<file path="src/verilog/a5bt_pkg.sv">
// Package with the register map, field layout, reset values and states of the area 5 timing block.
package a5bt_pkg;
  localparam logic [7:0] A5BT_TIMING_OFS = 8'h00;
  localparam int A5BT_WWAIT_LSB = 16;
  localparam int A5BT_SETUP_LSB = 11;
  localparam int A5BT_WR_LSB = 7;
  localparam int A5BT_MASK_BIT = 6;
  localparam int A5BT_HOLD_LSB = 0;
  localparam logic [2:0] A5BT_WWAIT_RST = 3'h0;
  localparam logic [1:0] A5BT_SETUP_RST = 2'h0;
  localparam logic [3:0] A5BT_WR_RST = 4'ha;
  localparam logic A5BT_MASK_RST = 1'b0;
  localparam logic [1:0] A5BT_HOLD_RST = 2'h0;
  localparam logic [2:0] A5BT_WWAIT_SAME = 3'h0;
  localparam logic [2:0] A5BT_WWAIT_ONE = 3'h1;
  localparam logic [4:0] A5BT_WAITS_ONE = 5'h01;
  localparam logic [4:0] A5BT_WAITS_CODE7 = 5'h08;
  localparam logic [4:0] A5BT_WAITS_CODE8 = 5'h0a;
  localparam logic [4:0] A5BT_WAITS_CODE9 = 5'h0c;
  localparam logic [4:0] A5BT_WAITS_CODEA = 5'h0e;
  localparam logic [4:0] A5BT_WAITS_CODEB = 5'h12;
  localparam logic [4:0] A5BT_WAITS_CODEC = 5'h18;
  localparam logic [7:0] A5BT_CNT_ONE = 8'h01;
  localparam logic [7:0] A5BT_CNT_ZERO = 8'h00;
  typedef enum logic [1:0] {
    A5BT_IDLE = 2'b00,
    A5BT_SETUP = 2'b01,
    A5BT_STROBE = 2'b10,
    A5BT_HOLD = 2'b11
  } a5bt_state_t;
endpackage

</file>
<file path="src/verilog/a5bt_wait_lut.sv">
// Decoder from a four-bit read wait code to a count of bus wait cycles.
`timescale 1ns/1ns
module a5bt_wait_lut
  import a5bt_pkg::*;
(
  input wire logic [3:0] i_code,
  output logic [4:0] o_waits
);
  always_comb begin
    case (i_code)
      4'h7: o_waits = A5BT_WAITS_CODE7;
      4'h8: o_waits = A5BT_WAITS_CODE8;
      4'h9: o_waits = A5BT_WAITS_CODE9;
      4'ha: o_waits = A5BT_WAITS_CODEA;
      4'hb: o_waits = A5BT_WAITS_CODEB;
      4'hc: o_waits = A5BT_WAITS_CODEC;
      4'hd, 4'he, 4'hf: o_waits = A5BT_WAITS_CODEC;
      default: o_waits = {1'b0, i_code};
    endcase
  end
endmodule

</file>
<file path="src/verilog/a5bt_ctrl.sv">
// Area 5 bus cycle timing controller with its timing register and external strobe sequencer.
// Notes on behaviour
// Unused register bits read zero; software writes zero there.
// Write wait code zero makes writes use the read wait count.
// Nonzero write wait code inserts code minus one waits.
// Setup code delays strobes after address and select by 0.5 to 3.5 cycles.
// Read wait code gives 0 to 6, then 8, 10, 12, 14, 18, 24 waits.
// Read wait field resets to fourteen waits; other fields reset to zero.
// Software never programs the reserved read wait codes.
// Mask bit clear honours external wait; set ignores it.
// The wait mask applies even with zero programmed waits.
// Hold code delays address and select release after strobes by 0.5 to 3.5 cycles.
// Honoured external wait at the end of waits extends the strobe until released.
//
// Local design decisions: strobed register access and the register offsets.
`timescale 1ns/1ns
module a5bt_ctrl
  import a5bt_pkg::*;
(
  input wire logic i_clk,
  input wire logic i_arst_n,
  input wire logic [7:0] i_addr,
  input wire logic [31:0] i_wdata,
  input wire logic i_wr,
  input wire logic i_rd,
  output logic [31:0] o_rdata,
  input wire logic i_req,
  input wire logic i_req_write,
  input wire logic [23:0] i_req_addr,
  input wire logic [15:0] i_req_wdata,
  output logic o_busy,
  output logic o_done,
  output logic [15:0] o_resp_rdata,
  output logic [23:0] o_ext_addr,
  output logic o_chip_select_n,
  output logic o_rd_n,
  output logic o_we_n,
  output logic o_byte_lane_select_n,
  output logic [15:0] o_data_out,
  output logic o_data_oe,
  input wire logic [15:0] i_data_in,
  input wire logic i_ext_wait_n
);
  logic [2:0] write_wait_count_q;
  logic [1:0] strobe_setup_delay_q;
  logic [3:0] read_wait_code_q;
  logic external_wait_mask_q;
  logic [1:0] strobe_hold_delay_q;
  logic [31:0] rdata_q;
  a5bt_state_t state_q, state_d;
  logic [7:0] cnt_q, cnt_d;
  logic [7:0] age_q;
  logic write_q;
  logic [23:0] addr_q;
  logic [15:0] wdata_q, resp_q;
  logic done_q;
  logic first_q;
  logic [4:0] read_waits;

  // Register decode and readback; unused bits are always zero.
  wire reg_hit = (i_addr == A5BT_TIMING_OFS);
  wire reg_wr = i_wr & reg_hit;
  wire [31:0] reg_view = {13'h0000, write_wait_count_q, 3'h0, strobe_setup_delay_q, read_wait_code_q,
                          external_wait_mask_q, 4'h0, strobe_hold_delay_q};
  wire [31:0] rdata_d = (i_rd & reg_hit) ? reg_view : 32'h0000_0000;

  always_ff @(posedge i_clk or negedge i_arst_n) begin
    if (!i_arst_n) begin
      write_wait_count_q <= A5BT_WWAIT_RST;
      strobe_setup_delay_q <= A5BT_SETUP_RST;
      read_wait_code_q <= A5BT_WR_RST;
      external_wait_mask_q <= A5BT_MASK_RST;
      strobe_hold_delay_q <= A5BT_HOLD_RST;
    end else if (reg_wr) begin
      write_wait_count_q <= i_wdata[A5BT_WWAIT_LSB +: 3];
      strobe_setup_delay_q <= i_wdata[A5BT_SETUP_LSB +: 2];
      read_wait_code_q <= i_wdata[A5BT_WR_LSB +: 4];
      external_wait_mask_q <= i_wdata[A5BT_MASK_BIT];
      strobe_hold_delay_q <= i_wdata[A5BT_HOLD_LSB +: 2];
    end
  end

  always_ff @(posedge i_clk or negedge i_arst_n) begin
    if (!i_arst_n) begin
      rdata_q <= 32'h0000_0000;
    end else begin
      rdata_q <= rdata_d;
    end
  end
  assign o_rdata = rdata_q;

  a5bt_wait_lut u_wait_lut (
    .i_code(read_wait_code_q),
    .o_waits(read_waits)
  );

  // One clock is half a bus cycle, so phase lengths are counted in half cycles.
  wire [4:0] write_waits = (write_wait_count_q == A5BT_WWAIT_SAME) ? read_waits
                         : {2'b00, write_wait_count_q - A5BT_WWAIT_ONE};
  wire [4:0] waits_sel = write_q ? write_waits : read_waits;
  wire [7:0] strobe_len = {2'b00, waits_sel + A5BT_WAITS_ONE, 1'b0};
  wire [7:0] setup_len = {5'h00, strobe_setup_delay_q, 1'b1};
  wire [7:0] hold_len = {5'h00, strobe_hold_delay_q, 1'b1};
  wire ext_wait = ~external_wait_mask_q & ~i_ext_wait_n;
  wire start = (state_q == A5BT_IDLE) & i_req;
  wire cnt_end = (cnt_q == A5BT_CNT_ZERO);

  always_comb begin
    state_d = state_q;
    cnt_d = cnt_q;
    case (state_q)
      A5BT_IDLE: begin
        if (i_req) begin
          state_d = A5BT_SETUP;
          cnt_d = setup_len - A5BT_CNT_ONE;
        end
      end
      A5BT_SETUP: begin
        if (cnt_end) begin
          state_d = A5BT_STROBE;
          cnt_d = strobe_len - A5BT_CNT_ONE;
        end else begin
          cnt_d = cnt_q - A5BT_CNT_ONE;
        end
      end
      A5BT_STROBE: begin
        if (cnt_end) begin
          if (!ext_wait) begin
            state_d = A5BT_HOLD;
            cnt_d = hold_len - A5BT_CNT_ONE;
          end
        end else begin
          cnt_d = cnt_q - A5BT_CNT_ONE;
        end
      end
      A5BT_HOLD: begin
        if (cnt_end) begin
          state_d = A5BT_IDLE;
        end else begin
          cnt_d = cnt_q - A5BT_CNT_ONE;
        end
      end
      default: begin
        state_d = A5BT_IDLE;
        cnt_d = A5BT_CNT_ZERO;
      end
    endcase
  end

  wire strobe_end = (state_q == A5BT_STROBE) & cnt_end & ~ext_wait;

  always_ff @(posedge i_clk or negedge i_arst_n) begin
    if (!i_arst_n) begin
      state_q <= A5BT_IDLE;
      cnt_q <= A5BT_CNT_ZERO;
      write_q <= 1'b0;
      addr_q <= 24'h00_0000;
      wdata_q <= 16'h0000;
      resp_q <= 16'h0000;
      done_q <= 1'b0;
    end else begin
      state_q <= state_d;
      cnt_q <= cnt_d;
      done_q <= (state_q == A5BT_HOLD) & cnt_end;
      if (start) begin
        write_q <= i_req_write;
        addr_q <= i_req_addr;
        wdata_q <= i_req_wdata;
      end
      if (strobe_end & ~write_q) begin
        resp_q <= i_data_in;
      end
    end
  end

  assign o_busy = (state_q != A5BT_IDLE);
  assign o_done = done_q;
  assign o_resp_rdata = resp_q;
  assign o_ext_addr = addr_q;
  assign o_chip_select_n = (state_q == A5BT_IDLE);
  assign o_rd_n = ~((state_q == A5BT_STROBE) & ~write_q);
  assign o_we_n = ~((state_q == A5BT_STROBE) & write_q);
  assign o_byte_lane_select_n = (state_q != A5BT_STROBE);
  assign o_data_out = wdata_q;
  assign o_data_oe = write_q & o_busy;

  // Checking helpers: cycles spent in the current state and the first cycle after reset.
  always_ff @(posedge i_clk or negedge i_arst_n) begin
    if (!i_arst_n) begin
      age_q <= A5BT_CNT_ONE;
      first_q <= 1'b1;
    end else begin
      age_q <= (state_d != state_q) ? A5BT_CNT_ONE : age_q + A5BT_CNT_ONE;
      first_q <= 1'b0;
    end
  end
endmodule

</file>
<file path="config.mk">
export PLATFORM = sky130hd
export DESIGN_NAME = a5bt_ctrl
export DESIGN_NICKNAME = d
export VERILOG_FILES = /design/src/verilog/a5bt_pkg.sv /design/src/verilog/a5bt_wait_lut.sv /design/src/verilog/a5bt_ctrl.sv
export SDC_FILE = /design/constraint.sdc
export NUM_CORES = 1
export LEC_CHECK = 0
export BUFFER_PORTS_ARGS = -buffer_cell sky130_fd_sc_hd__buf_2
export CAP_MARGIN = 5
export CORE_AREA = 2 2 123 77
export CTS_CLUSTER_DIAMETER = 80
export DETAILED_ROUTE_END_ITERATION = 10
export DIE_AREA = 0 0 125 79
export HOLD_SLACK_MARGIN = 0.05
export PLACE_DENSITY_LB_ADDON = 0.12
export SETUP_SLACK_MARGIN = 0.2
export SYNTH_ARGS = -nofsm -noshare
export SYNTH_HDL_FRONTEND = slang
export SYNTH_SLANG_ARGS = --single-unit
</file>
<file path="constraint.sdc">
create_clock -name i_clk -period 4 [get_ports i_clk]
set_input_delay 0.8 -clock i_clk [delete_from_list [all_inputs] [get_ports i_clk]]
set_output_delay 0.8 -clock i_clk [all_outputs]
set_load 0.005 [all_outputs]
</file>
==> results of run 1 <==
[sequential cells by signal, summed over array words and instances, names as in the netlist]
| signal | count |
|---|---|
| o_ext_addr | 24 |
| o_data_out | 16 |
| o_resp_rdata | 16 |
| o_rdata | 12 |
| cnt_q | 8 |
| read_wait_code_q | 4 |
| write_wait_count_q | 3 |
| state_q | 2 |
| strobe_hold_delay_q | 2 |
| strobe_setup_delay_q | 2 |
| external_wait_mask_q | 1 |
| o_done | 1 |
| write_q | 1 |
[metrics by stage]
stage                     area (µm²)  util (%)  std cells  worst slack (ps)  hold slack, ps
after floorplan                 4440         -        363              1730             462
final                           5460      61.7        617              1490             375
after CTS                       5460      61.7        617              1490             382
after global placement          5150      58.2        602              1520             482
after global routing            5460      61.7        617              1360             396
after detailed placement        5150      58.2        602              1430             488
[routing by layer]
metal,global-route usage (%),part of all wire (%)
met3,6.87,7.9
met2,29.9,45
met4,5.00,1.0
met1,27.5,46
met5,0,0.072
[cells by family (layout without fill, tap and decap cells)]
| family | Yosys count | in the layout | synth area share [%] |
|---|---|---|---|
| buffers and inverters | 46 | 184 | 6.31 |
| AOI/OAI and AO/OA | 47 | 47 | 8.08 |
| adders and majority gates | 9 | 9 | 2.58 |
| xor gates and xnor gates | 3 | 3 | 0.602 |
| other | 1 | 20 | 0.0859 |
| and+or+nand+nor | 75 | 75 | 10.4 |
| DFF | 92 | 92 | 52.8 |
| muxes | 71 | 71 | 19.2 |
[cell type report]
| class | count | area [µm²] | area share [%] |
|---|---|---|---|
| Sequential cell | 92 | 2300 | 42.2 |
| Inverter | 10 | 37.5 | 0.687 |
| Clock inverter | 6 | 88.8 | 1.63 |
| Tap cell | 116 | 145 | 2.66 |
| Clock buffer | 9 | 225 | 4.12 |
| Timing Repair Buffer | 159 | 803 | 14.7 |
| Multi-Input combinational cell | 225 | 1860 | 34.0 |
[power by group]
part	internal, µW	switching, µW
Clock	545	343
Combinational	43.8	46.6
Sequential	937	7.91
Total	1530	398
[worst register-to-register path, delay by kind of cell, from the launching register on]
family	cells	cell delay (ps)
fa+ha+maj	2	370
compound gates	2	710
flops	1	410
buf+inv	1	110
simple gates	4	850
[layout by cell type (no fill, tap or decap), types with 3 or more instances in the layout]
| cell type | count |
|---|---|
| ha_1 | 9 |
| inv_1 | 9 |
| buf_2 | 156 |
| buf_4 | 3 |
| clkbuf_16 | 9 |
| a21o_1 | 4 |
| a21oi_1 | 4 |
| o211ai_1 | 3 |
| conb_1 | 20 |
| nor3b_1 | 4 |
| and2_1 | 13 |
| nor2_1 | 11 |
| mux2_2 | 61 |
| or2_2 | 3 |
| nor4_1 | 4 |
| and3_1 | 4 |
| dfrtp_1 | 90 |
| mux2_4 | 10 |
| o21ai_0 | 8 |
| nand2b_1 | 7 |
| nand2_2 | 3 |
| nand3_1 | 3 |
| o31ai_1 | 3 |
| nand2_1 | 10 |
[worst paths after layout]
kind | from | slack (ps) | end | cells after the start
worst max-delay path | write_wait_count_q[0] | 1490 | cnt_q[6] | 9
worst min-delay path | i_arst_n | 380 | read_wait_code_q[2] | 1
worst max register to register | write_wait_count_q[0] | 1490 | cnt_q[6] | 9
worst min register to register | o_ext_addr[17] | 500 | o_ext_addr[17] | 1
max in group asynchronous | i_arst_n | 2820 | o_rdata[11] | 2
min in group i_clk | o_ext_addr[17] | 500 | o_ext_addr[17] | 1
==> out/metrics.csv, run 1 <==
metric,value,unit
avgRoutedWirePerCell,15.8,µm
cp.required,4270,ps
clk_pin_slew,60,ps
path_delay_family,simple AND/OR/NAND/NOR gates,
clkLatencyLatePin,340,ps
setup_viol,0,
gp_congestion,0.834,
drive_above_1_share,51.7,%
p_leak,0.00308,µW
worstMarginPinSlew,987,ps
hpwl,7420,µm
period_share,62.8,%
htree_levels,3,
die_h,79,µm
cts_tree,built,
cp.arrival,2780,ps
fin_crit,2510,ps
worst_clock_skew,5.21,ps
synthFlopType,dfrtp_1,
antenna_left,0,
max_freq,398,MHz
gr-total-overflow,0,
dieArea,0.00988,mm²
path_cells,"inv_1, ha_1, nand2b_1, and3_1, or2_2, ha_1, a311o_1, a2111oi_2, nand3b_1",
fin_total_pwr,1920,µW
max_cap_viol_count,0,
grt_first_pass_wirelength,15200,µm
drc,0,
cts_buffers,9,
grtUsageTotal,19.8,%
status,finished clean,
netlist-cell-type-count,56,
synthesis.area,0.00437,mm²
synth_edf_count,0,
diodes,0,
path_buf_inv,1,
cts-hold-fix-buffers,0,
io_pins,198,
yosys-top-cells-area,"dfrtp_1, mux2_2, buf_4, mux2_4, ha_1",
antenna_found_initial,1,
avgSynthCellArea,12.7,µm²
worstPathMaxFanout,6,
areaGrowthSynthToFinish,25.2,%
yosys_register_bits,92,
drtIter0Drc,143,
first_pass_iters,4,
async_flop_share,100,%
seq_area_frac_synth,52.8,%
netlist_top_cells_count,"dfrtp_1, mux2_2, buf_4",
port_buffers,157,
cts_root_buffer,clkbuf_16,
max_slew_margin,34.0,%
totalWireLength,9750,µm
postCtsSetupBuffers,0,
rsz0062_at_grt,false,
cp-end-kind,register,
via_count,3107,
synth_top_area_share,51.6,%
vias_per_cell,5.04,
startpoint_type,register,
syn_inst,344,
yosys_warnings,0,
clock_sink_count,92,
slowest_delay,430,ps
clock_path_buffers,2,
min_path_type,in -> async,
path_common_cell,ha_1,
drv_slew,0,
p_per_area,352,mW/mm²
crit_slowest_cell,a2111oi_2,
grt_max_degree,43,
hold_viol,0,
core-area,0.00885,mm²
cts.repair.resized,0,
grt_pass1_vias,2927,
crit_type,reg -> reg,
start_util,49.3,%
setup_tns,0,ps
row_count,27,
nets,609,
synth.most_common_cell,dfrtp_1,
nFillCells,747,
ir_drop,0.255,mV
die_x,125,µm
synth_top_area_cell,dfrtp_1,
(Power assumes the default switching activity.)
==> run 2, diff against run 1 <==
CORE_AREA = 2 2 134 84   (was 2 2 123 77)
DIE_AREA = 0 0 136 86   (was 0 0 125 79)
clock period = 2.2 ns   (was 4 ns; I/O delays follow)
==> out/metrics.csv, run 2 (same netlist as run 1, synthesis figures left out) <==
metric,value,unit,change
status,finished clean,,unchanged
die_h,86,µm,was 79 µm
cp-startpoint,read_wait_code_q[1],,was write_wait_count_q[0]
met2_length,4870,µm,was 4400 µm
min_path_type,in -> reg,,was in -> async
antenna_left,0,,unchanged
drive_above_1_share,58.7,%,was 51.7%
ff2ff_setup_slack,90,ps,was 1490 ps
worst_clock_skew,5.52,ps,was 5.21 ps
die_x,136,µm,was 125 µm
worstPathMaxFanout,9,,was 6
hpwl,7990,µm,was 7420 µm
grtUsageTotal,18.3,%,was 19.8%
cp.arrival,2380,ps,was 2780 ps
drv_slew,0,,unchanged
worst_r2r_path_depth,7,,was 9
cp-end-kind,register,,unchanged
crit_path_end,cnt_q[6],,unchanged
startpoint_type,register,,unchanged
wl_met3,817,µm,was 771 µm
drc,0,,unchanged
clock_path_buffers,2,,unchanged
nets,644,,was 609
first_pass_iters,4,,unchanged
crit_type,reg -> reg,,unchanged
hold_viol,0,,unchanged
wl_met1,4990,µm,was 4470 µm
period_share,95.7,%,was 62.8%
p_per_area,586,mW/mm²,was 352 mW/mm²
diodes,0,,unchanged
p_leak,0.00329,µW,was 0.00308 µW
nFillCells,891,,was 747
areaGrowthSynthToFinish,36.2,%,was 25.2%
grt_max_degree,48,,was 43
cp.required,2480,ps,was 4270 ps
highest_layer,met4,,was met5
fin_crit,2110,ps,was 2510 ps
utilization,57.3,%,was 61.7%
setup_tns,0,ps,unchanged
layout_common_cells,"buf_2, dfrtp_1, mux2_2",,unchanged
max_cap_viol_count,0,,unchanged
setup_viol,0,,unchanged
drtIter0Drc,122,,was 143
gr-total-overflow,0,,unchanged
port_buffers,157,,unchanged
io_pins,198,,unchanged
via_count,3278,,was 3107
fin_cells,676,,was 617
start_util,42.1,%,was 49.3%
r2r-end,cnt_q[6],,unchanged
max_slew_margin,66.2,%,was 34.0%
rsz0062_at_grt,true,,was false
gp_congestion,0.876,,was 0.834
vias_per_cell,4.85,,was 5.04
max_freq,475,MHz,was 398 MHz
cts_root_buffer,clkbuf_16,,unchanged
clk_pin_slew,70,ps,was 60 ps
cts_buffers,9,,unchanged
totalWireLength,10900,µm,was 9750 µm
core-area,0.0104,mm²,was 0.00885 mm²
dieArea,0.0117,mm²,was 0.00988 mm²
worstMarginPinSlew,507,ps,was 987 ps
avgRoutedWirePerCell,16.1,µm,was 15.8 µm
r2r-start,read_wait_code_q[1],,was write_wait_count_q[0]
clkLatencyLatePin,340,ps,about the same
largest_register_ffs,24,,unchanged
numPlacedInstances,640,,was 602
clock_sink_count,92,,unchanged
layout_commonest_cell,buf_2,,unchanged
grt_first_pass_wirelength,16400,µm,was 15200 µm
cts_tree,built,,unchanged
ir_drop,0.374,mV,was 0.255 mV
antenna_found_initial,0,,was 1
htree_levels,3,,unchanged
grt_pass1_vias,3230,,was 2927
row_count,29,,was 27
run 2: changes by cell type in the layout (fill, tap and decap cells not counted), sizes merged:
cell / change
buf: +33
inv: +1
dlygate4sd3: +1
clkinv: +1
clkbuf: +1
bufinv: -1
run 2: area by class of cell:
type / instances / area, µm² / share of cell area, %
multi-input cells: 225 / 1990 / 33.5
repair buffers: 194 / 1140 / 19.2
clock buffers: 9 / 225 / 3.79
flip-flops and latches: 92 / 2300 / 38.8
clock inverters: 7 / 73.8 / 1.24
inverters: 10 / 37.5 / 0.631
well taps: 139 / 174 / 2.92
run 2: worst min-delay path by stage:
stage | from | end | slack, ps | depth (start not counted)
2_1_floorplan | i_arst_n | cnt_q[0] | 140 | 0
3_3_place_gp | i_arst_n | o_rdata[7] | 370 | 1
3_5_place_dp | i_arst_n | read_wait_code_q[0] | 370 | 1
4_1_cts | i_data_in[8] | o_resp_rdata[8] | 320 | 2
5_1_grt | i_data_in[8] | o_resp_rdata[8] | 310 | 2
6_report | i_req_addr[14] | o_ext_addr[14] | 330 | 2
run 2: critical path, stage by stage (launching register included):
cell and delay (ps):
dfstp_2 620, nor2_1 70, a211o_1 310, a31oi_4 220, ha_4 170, o21ai_1 100
a2111oi_4 390, nand3b_1 150
run 2: through the flow:
step | instance area, µm² | hold slack (ps) | power, µW | setup WS [ps]
6_report | 5950 | 325 | 3480 | 94.5
2_1_floorplan | 4480 | 144 | 1840 | 154
3_5_place_dp | 5380 | 375 | 1940 | 12.5
3_3_place_gp | 5380 | 366 | 1930 | 62.8
4_1_cts | 5780 | 316 | 3530 | 65.7
5_1_grt | 5950 | 308 | 3640 | 18.0
run 2: repair_timing:
action | 4_1_cts | 5_1_grt
setup endpoints to repair | 20 | 27
gates resized for setup | 3 | 19
setup buffers | 8 | 10
gates cloned | 0 | 1
endpoints found under the hold margin | 21 | 0
hold buffers | 1 | 0
pin swaps | 5 | 10
run 2: report_power, final:
part / internal, µW / switching [µW] / total, µW
Combinational: 108 / 99.3 / 208
Sequential: 1700 / 13.3 / 1720
Clock: 886 / 672 / 1560
run 2: routing by layer:
layer / vias up / GRT usage, %
met3: 16 / 5.67
met1: 1583 / 24.9
met4: 0 / 5.68
li1: 1554 / -
met5: - / 0
met2: 125 / 28.0
==> run 3, diff against run 2 <==
ABC_AREA = 1   (was unset)
CELL_PAD_IN_SITES_DETAIL_PLACEMENT = 2   (was unset)
CELL_PAD_IN_SITES_GLOBAL_PLACEMENT = 2   (was unset)
CORE_AREA = 2 2 172 107   (was 2 2 134 84)
DIE_AREA = 0 0 174 109   (was 0 0 136 86)
SYNTH_HIERARCHICAL = 1   (was unset)
==> out/metrics.csv, run 3 <==
metric,value,unit,change
async_flop_share,100,%,unchanged
setup_tns,-195,ps,was 0 ps
avgSynthCellArea,10.7,µm²,was 12.7 µm²
gr-total-overflow,0,,unchanged
drv_slew,0,,unchanged
setup_viol,3,,was 0
layout_commonest_cell,buf_2,,unchanged
synth_mux_area_share,15.7,%,was 19.2%
nFillCells,1967,,was 891
totalWireLength,13200,µm,was 10900 µm
placed_cell_area,0.00550,mm²,was 0.00538 mm²
grtUsageTotal,14.0,%,was 18.3%
synthFlopType,dfrtp_1,,unchanged
worstPathMaxFanout,4,,was 9
crit_type,reg -> reg,,unchanged
synth.most_common_cell,dfrtp_1,,unchanged
core-area,0.0175,mm²,was 0.0104 mm²
min_path_type,in -> async,,was in -> reg
yosys_warnings,6,,was 0
cts_buffers,9,,unchanged
clkLatencyLatePin,350,ps,was 340 ps
worst_clock_skew,6.78,ps,was 5.52 ps
ir_drop,0.481,mV,was 0.374 mV
vias_per_cell,4.12,,was 4.85
antenna_found_initial,0,,unchanged
largest_register_ffs,24,,unchanged
nets,710,,was 644
startpoint_type,register,,unchanged
clock_sink_count,92,,unchanged
synth_xor_area_share,1.44,%,was 0.602%
slowest_delay,610,ps,was 620 ps
status,finished with violations,,was finished clean
cts-hold-fix-buffers,0,,was 1
cts_tree,built,,unchanged
use_met3,4.81,%,was 5.67%
path_cells,"buf_6, nand3_2, nand2_2, inv_2, nand2_2, nand2_2, inv_2, buf_4, buf_4, ha_2, inv_2, nor2_4, nand3_2, nand2_1, nand2_2, nand2_1, nand2_1, nand2_1, nand2_1, nand2_1, nand2_1",,"was nor2_1, a211o_1, a31oi_4, ha_4, o21ai_1, a2111oi_4, nand3b_1"
hpwl,10000,µm,was 7990 µm
die_h,109,µm,was 86 µm
io_pins,198,,unchanged
max_slew_margin,64.5,%,was 66.2%
fin_cells,843,,was 676
global_route.peak_usage_layer,met2,,unchanged
areaGrowthSynthToFinish,41.9,%,was 36.2%
synth_edf_count,0,,unchanged
fin_total_pwr,7760,µW,was 3480 µW
p_per_area,1280,mW/mm²,was 586 mW/mm²
synth-simple-area-share,12.6,%,was 10.4%
cp.arrival,2530,ps,was 2380 ps
start_util,24.4,%,was 42.1%
hold_viol,0,,unchanged
post-route-cell-area,0.00605,mm²,was 0.00595 mm²
max_freq,438,MHz,was 475 MHz
path_buf_inv,6,,was 0
global_route.usage.met2,22.2,%,was 28.0%
synth_top_family_by_area,multiplexers,,unchanged
layout_common_cells,"buf_2, dfrtp_1, mux2_2",,unchanged
synthesis.area,0.00427,mm²,was 0.00437 mm²
avgRoutedWirePerCell,15.6,µm,was 16.1 µm
cp.required,2440,ps,was 2480 ps
path_delay_family,simple AND/OR/NAND/NOR gates,,was compound AO/OA/AOI/OAI gates
ff2ff_setup_slack,-80,ps,was 90 ps
antenna_left,0,,unchanged
rsz0062_at_grt,true,,unchanged
r2r-end,cnt_q[5],,was cnt_q[6]
row_count,38,,was 29
clock_path_buffers,2,,unchanged
drc,0,,unchanged
synth_top_area_share,52.8,%,was 51.6%
synth_compound_area_share,5.13,%,was 8.08%
grt_pass1_vias,3819,,was 3230
via_count,3473,,was 3278
port_buffers,157,,unchanged
yosys-top-cells-area,"dfrtp_1, mux2_2, nand2_1, inv_1, buf_4",,"was dfrtp_1, mux2_2, buf_4, mux2_4, ha_1"
numPlacedInstances,817,,was 640
grt_max_degree,93,,was 48
worst_r2r_path_depth,21,,was 7
drive_above_1_share,52.6,%,was 58.7%
yosys_register_bits,92,,unchanged
crit_slowest_cell,dfstp_2,,unchanged
cp-end-kind,register,,unchanged
clk_pin_slew,70,ps,about the same
fin_crit,2280,ps,was 2110 ps
cts_root_buffer,clkbuf_16,,unchanged
dieArea,0.0190,mm²,was 0.0117 mm²
drtIter0Drc,71,,was 122
worstMarginPinSlew,533,ps,was 507 ps
violations,setup timing,,
r2r-start,read_wait_code_q[1],,unchanged
netlist_top_cells_count,"dfrtp_1, nand2_1, mux2_2",,"was dfrtp_1, mux2_2, buf_4"
path_common_cell,nand2_1,,
seq_area_frac_synth,54.0,%,was 52.8%
max_cap_viol_count,0,,unchanged
gp_congestion,0.705,,was 0.876
netlist-cell-type-count,36,,was 56
synth_adder_area_share,2.64,%,was 2.58%
p_leak,0.00323,µW,was 0.00329 µW
htree_levels,3,,unchanged
diodes,0,,unchanged
grt_use_met1,18.5,%,was 24.9%
synth_top_area_cell,dfrtp_1,,unchanged
syn_inst,399,,was 344
first_pass_iters,5,,was 4
final.setup.worst_slack,-83.6,ps,was 94.5 ps
grt_first_pass_wirelength,20500,µm,was 16400 µm
period_share,104,%,was 95.7%
die_x,174,µm,was 136 µm
-- run 3: cell type report --
type	instances	area, µm²	area share, %
inverters	45	174	2.87
clock buffers	9	225	3.72
clock inverters	7	105	1.74
flip-flops and latches	92	2300	38.1
multi-input cells	253	1830	30.2
repair buffers	197	1120	18.5
well taps	240	300	4.96
-- run 3: power by group --
part	total [µW]	leakage, µW	internal [µW]	switching (µW)
clock	1750	0.000164	1020	730
combinational	3360	0.00195	1700	1660
sequential	2650	0.00112	2310	339
-- run 3: timing repair --
| action | 4_1_cts | 5_1_grt |
|---|---|---|
| setup endpoints to repair | 22 | 27 |
| gates cloned | 0 | 0 |
| gates resized for setup | 18 | 28 |
| pin swaps | 7 | 8 |
| buffers inserted | 6 | 4 |
-- run 3: logic make-up after synthesis --
logic type,after synthesis
adder cells (fa/ha/maj),9
XOR/XNOR,7
other,1
AO/OA/AOI/OAI,40
buffers and inverters,73
AND/OR/NAND/NOR,121
multiplexers,56
flip-flops,92
-- run 3: worst max-delay path by stage --
stage | from | endpoint | depth (start not counted)
2_1_floorplan | read_wait_code_q[3] | cnt_q[5] | 20
3_3_place_gp | read_wait_code_q[3] | cnt_q[6] | 17
3_5_place_dp | read_wait_code_q[3] | cnt_q[5] | 20
4_1_cts | read_wait_code_q[3] | cnt_q[5] | 20
5_1_grt | read_wait_code_q[1] | cnt_q[5] | 19
6_report | read_wait_code_q[1] | cnt_q[5] | 21
-- run 3: per-layer routing --
metal	vias up	routed length (µm)
li1	1651	-
met1	1724	6150
met2	87	6090
met3	11	795
met4	0	130
met5	-	0
-- run 3: stage by stage --
stage	util, %	setup WS, ps	hold WS, ps
finish	34.6	-83.6	103
global route	34.6	-242	133
CTS	33.9	-32.2	157
detailed placement	31.4	-129	489
global placement	31.4	-34.2	484
floorplan	-	200	144
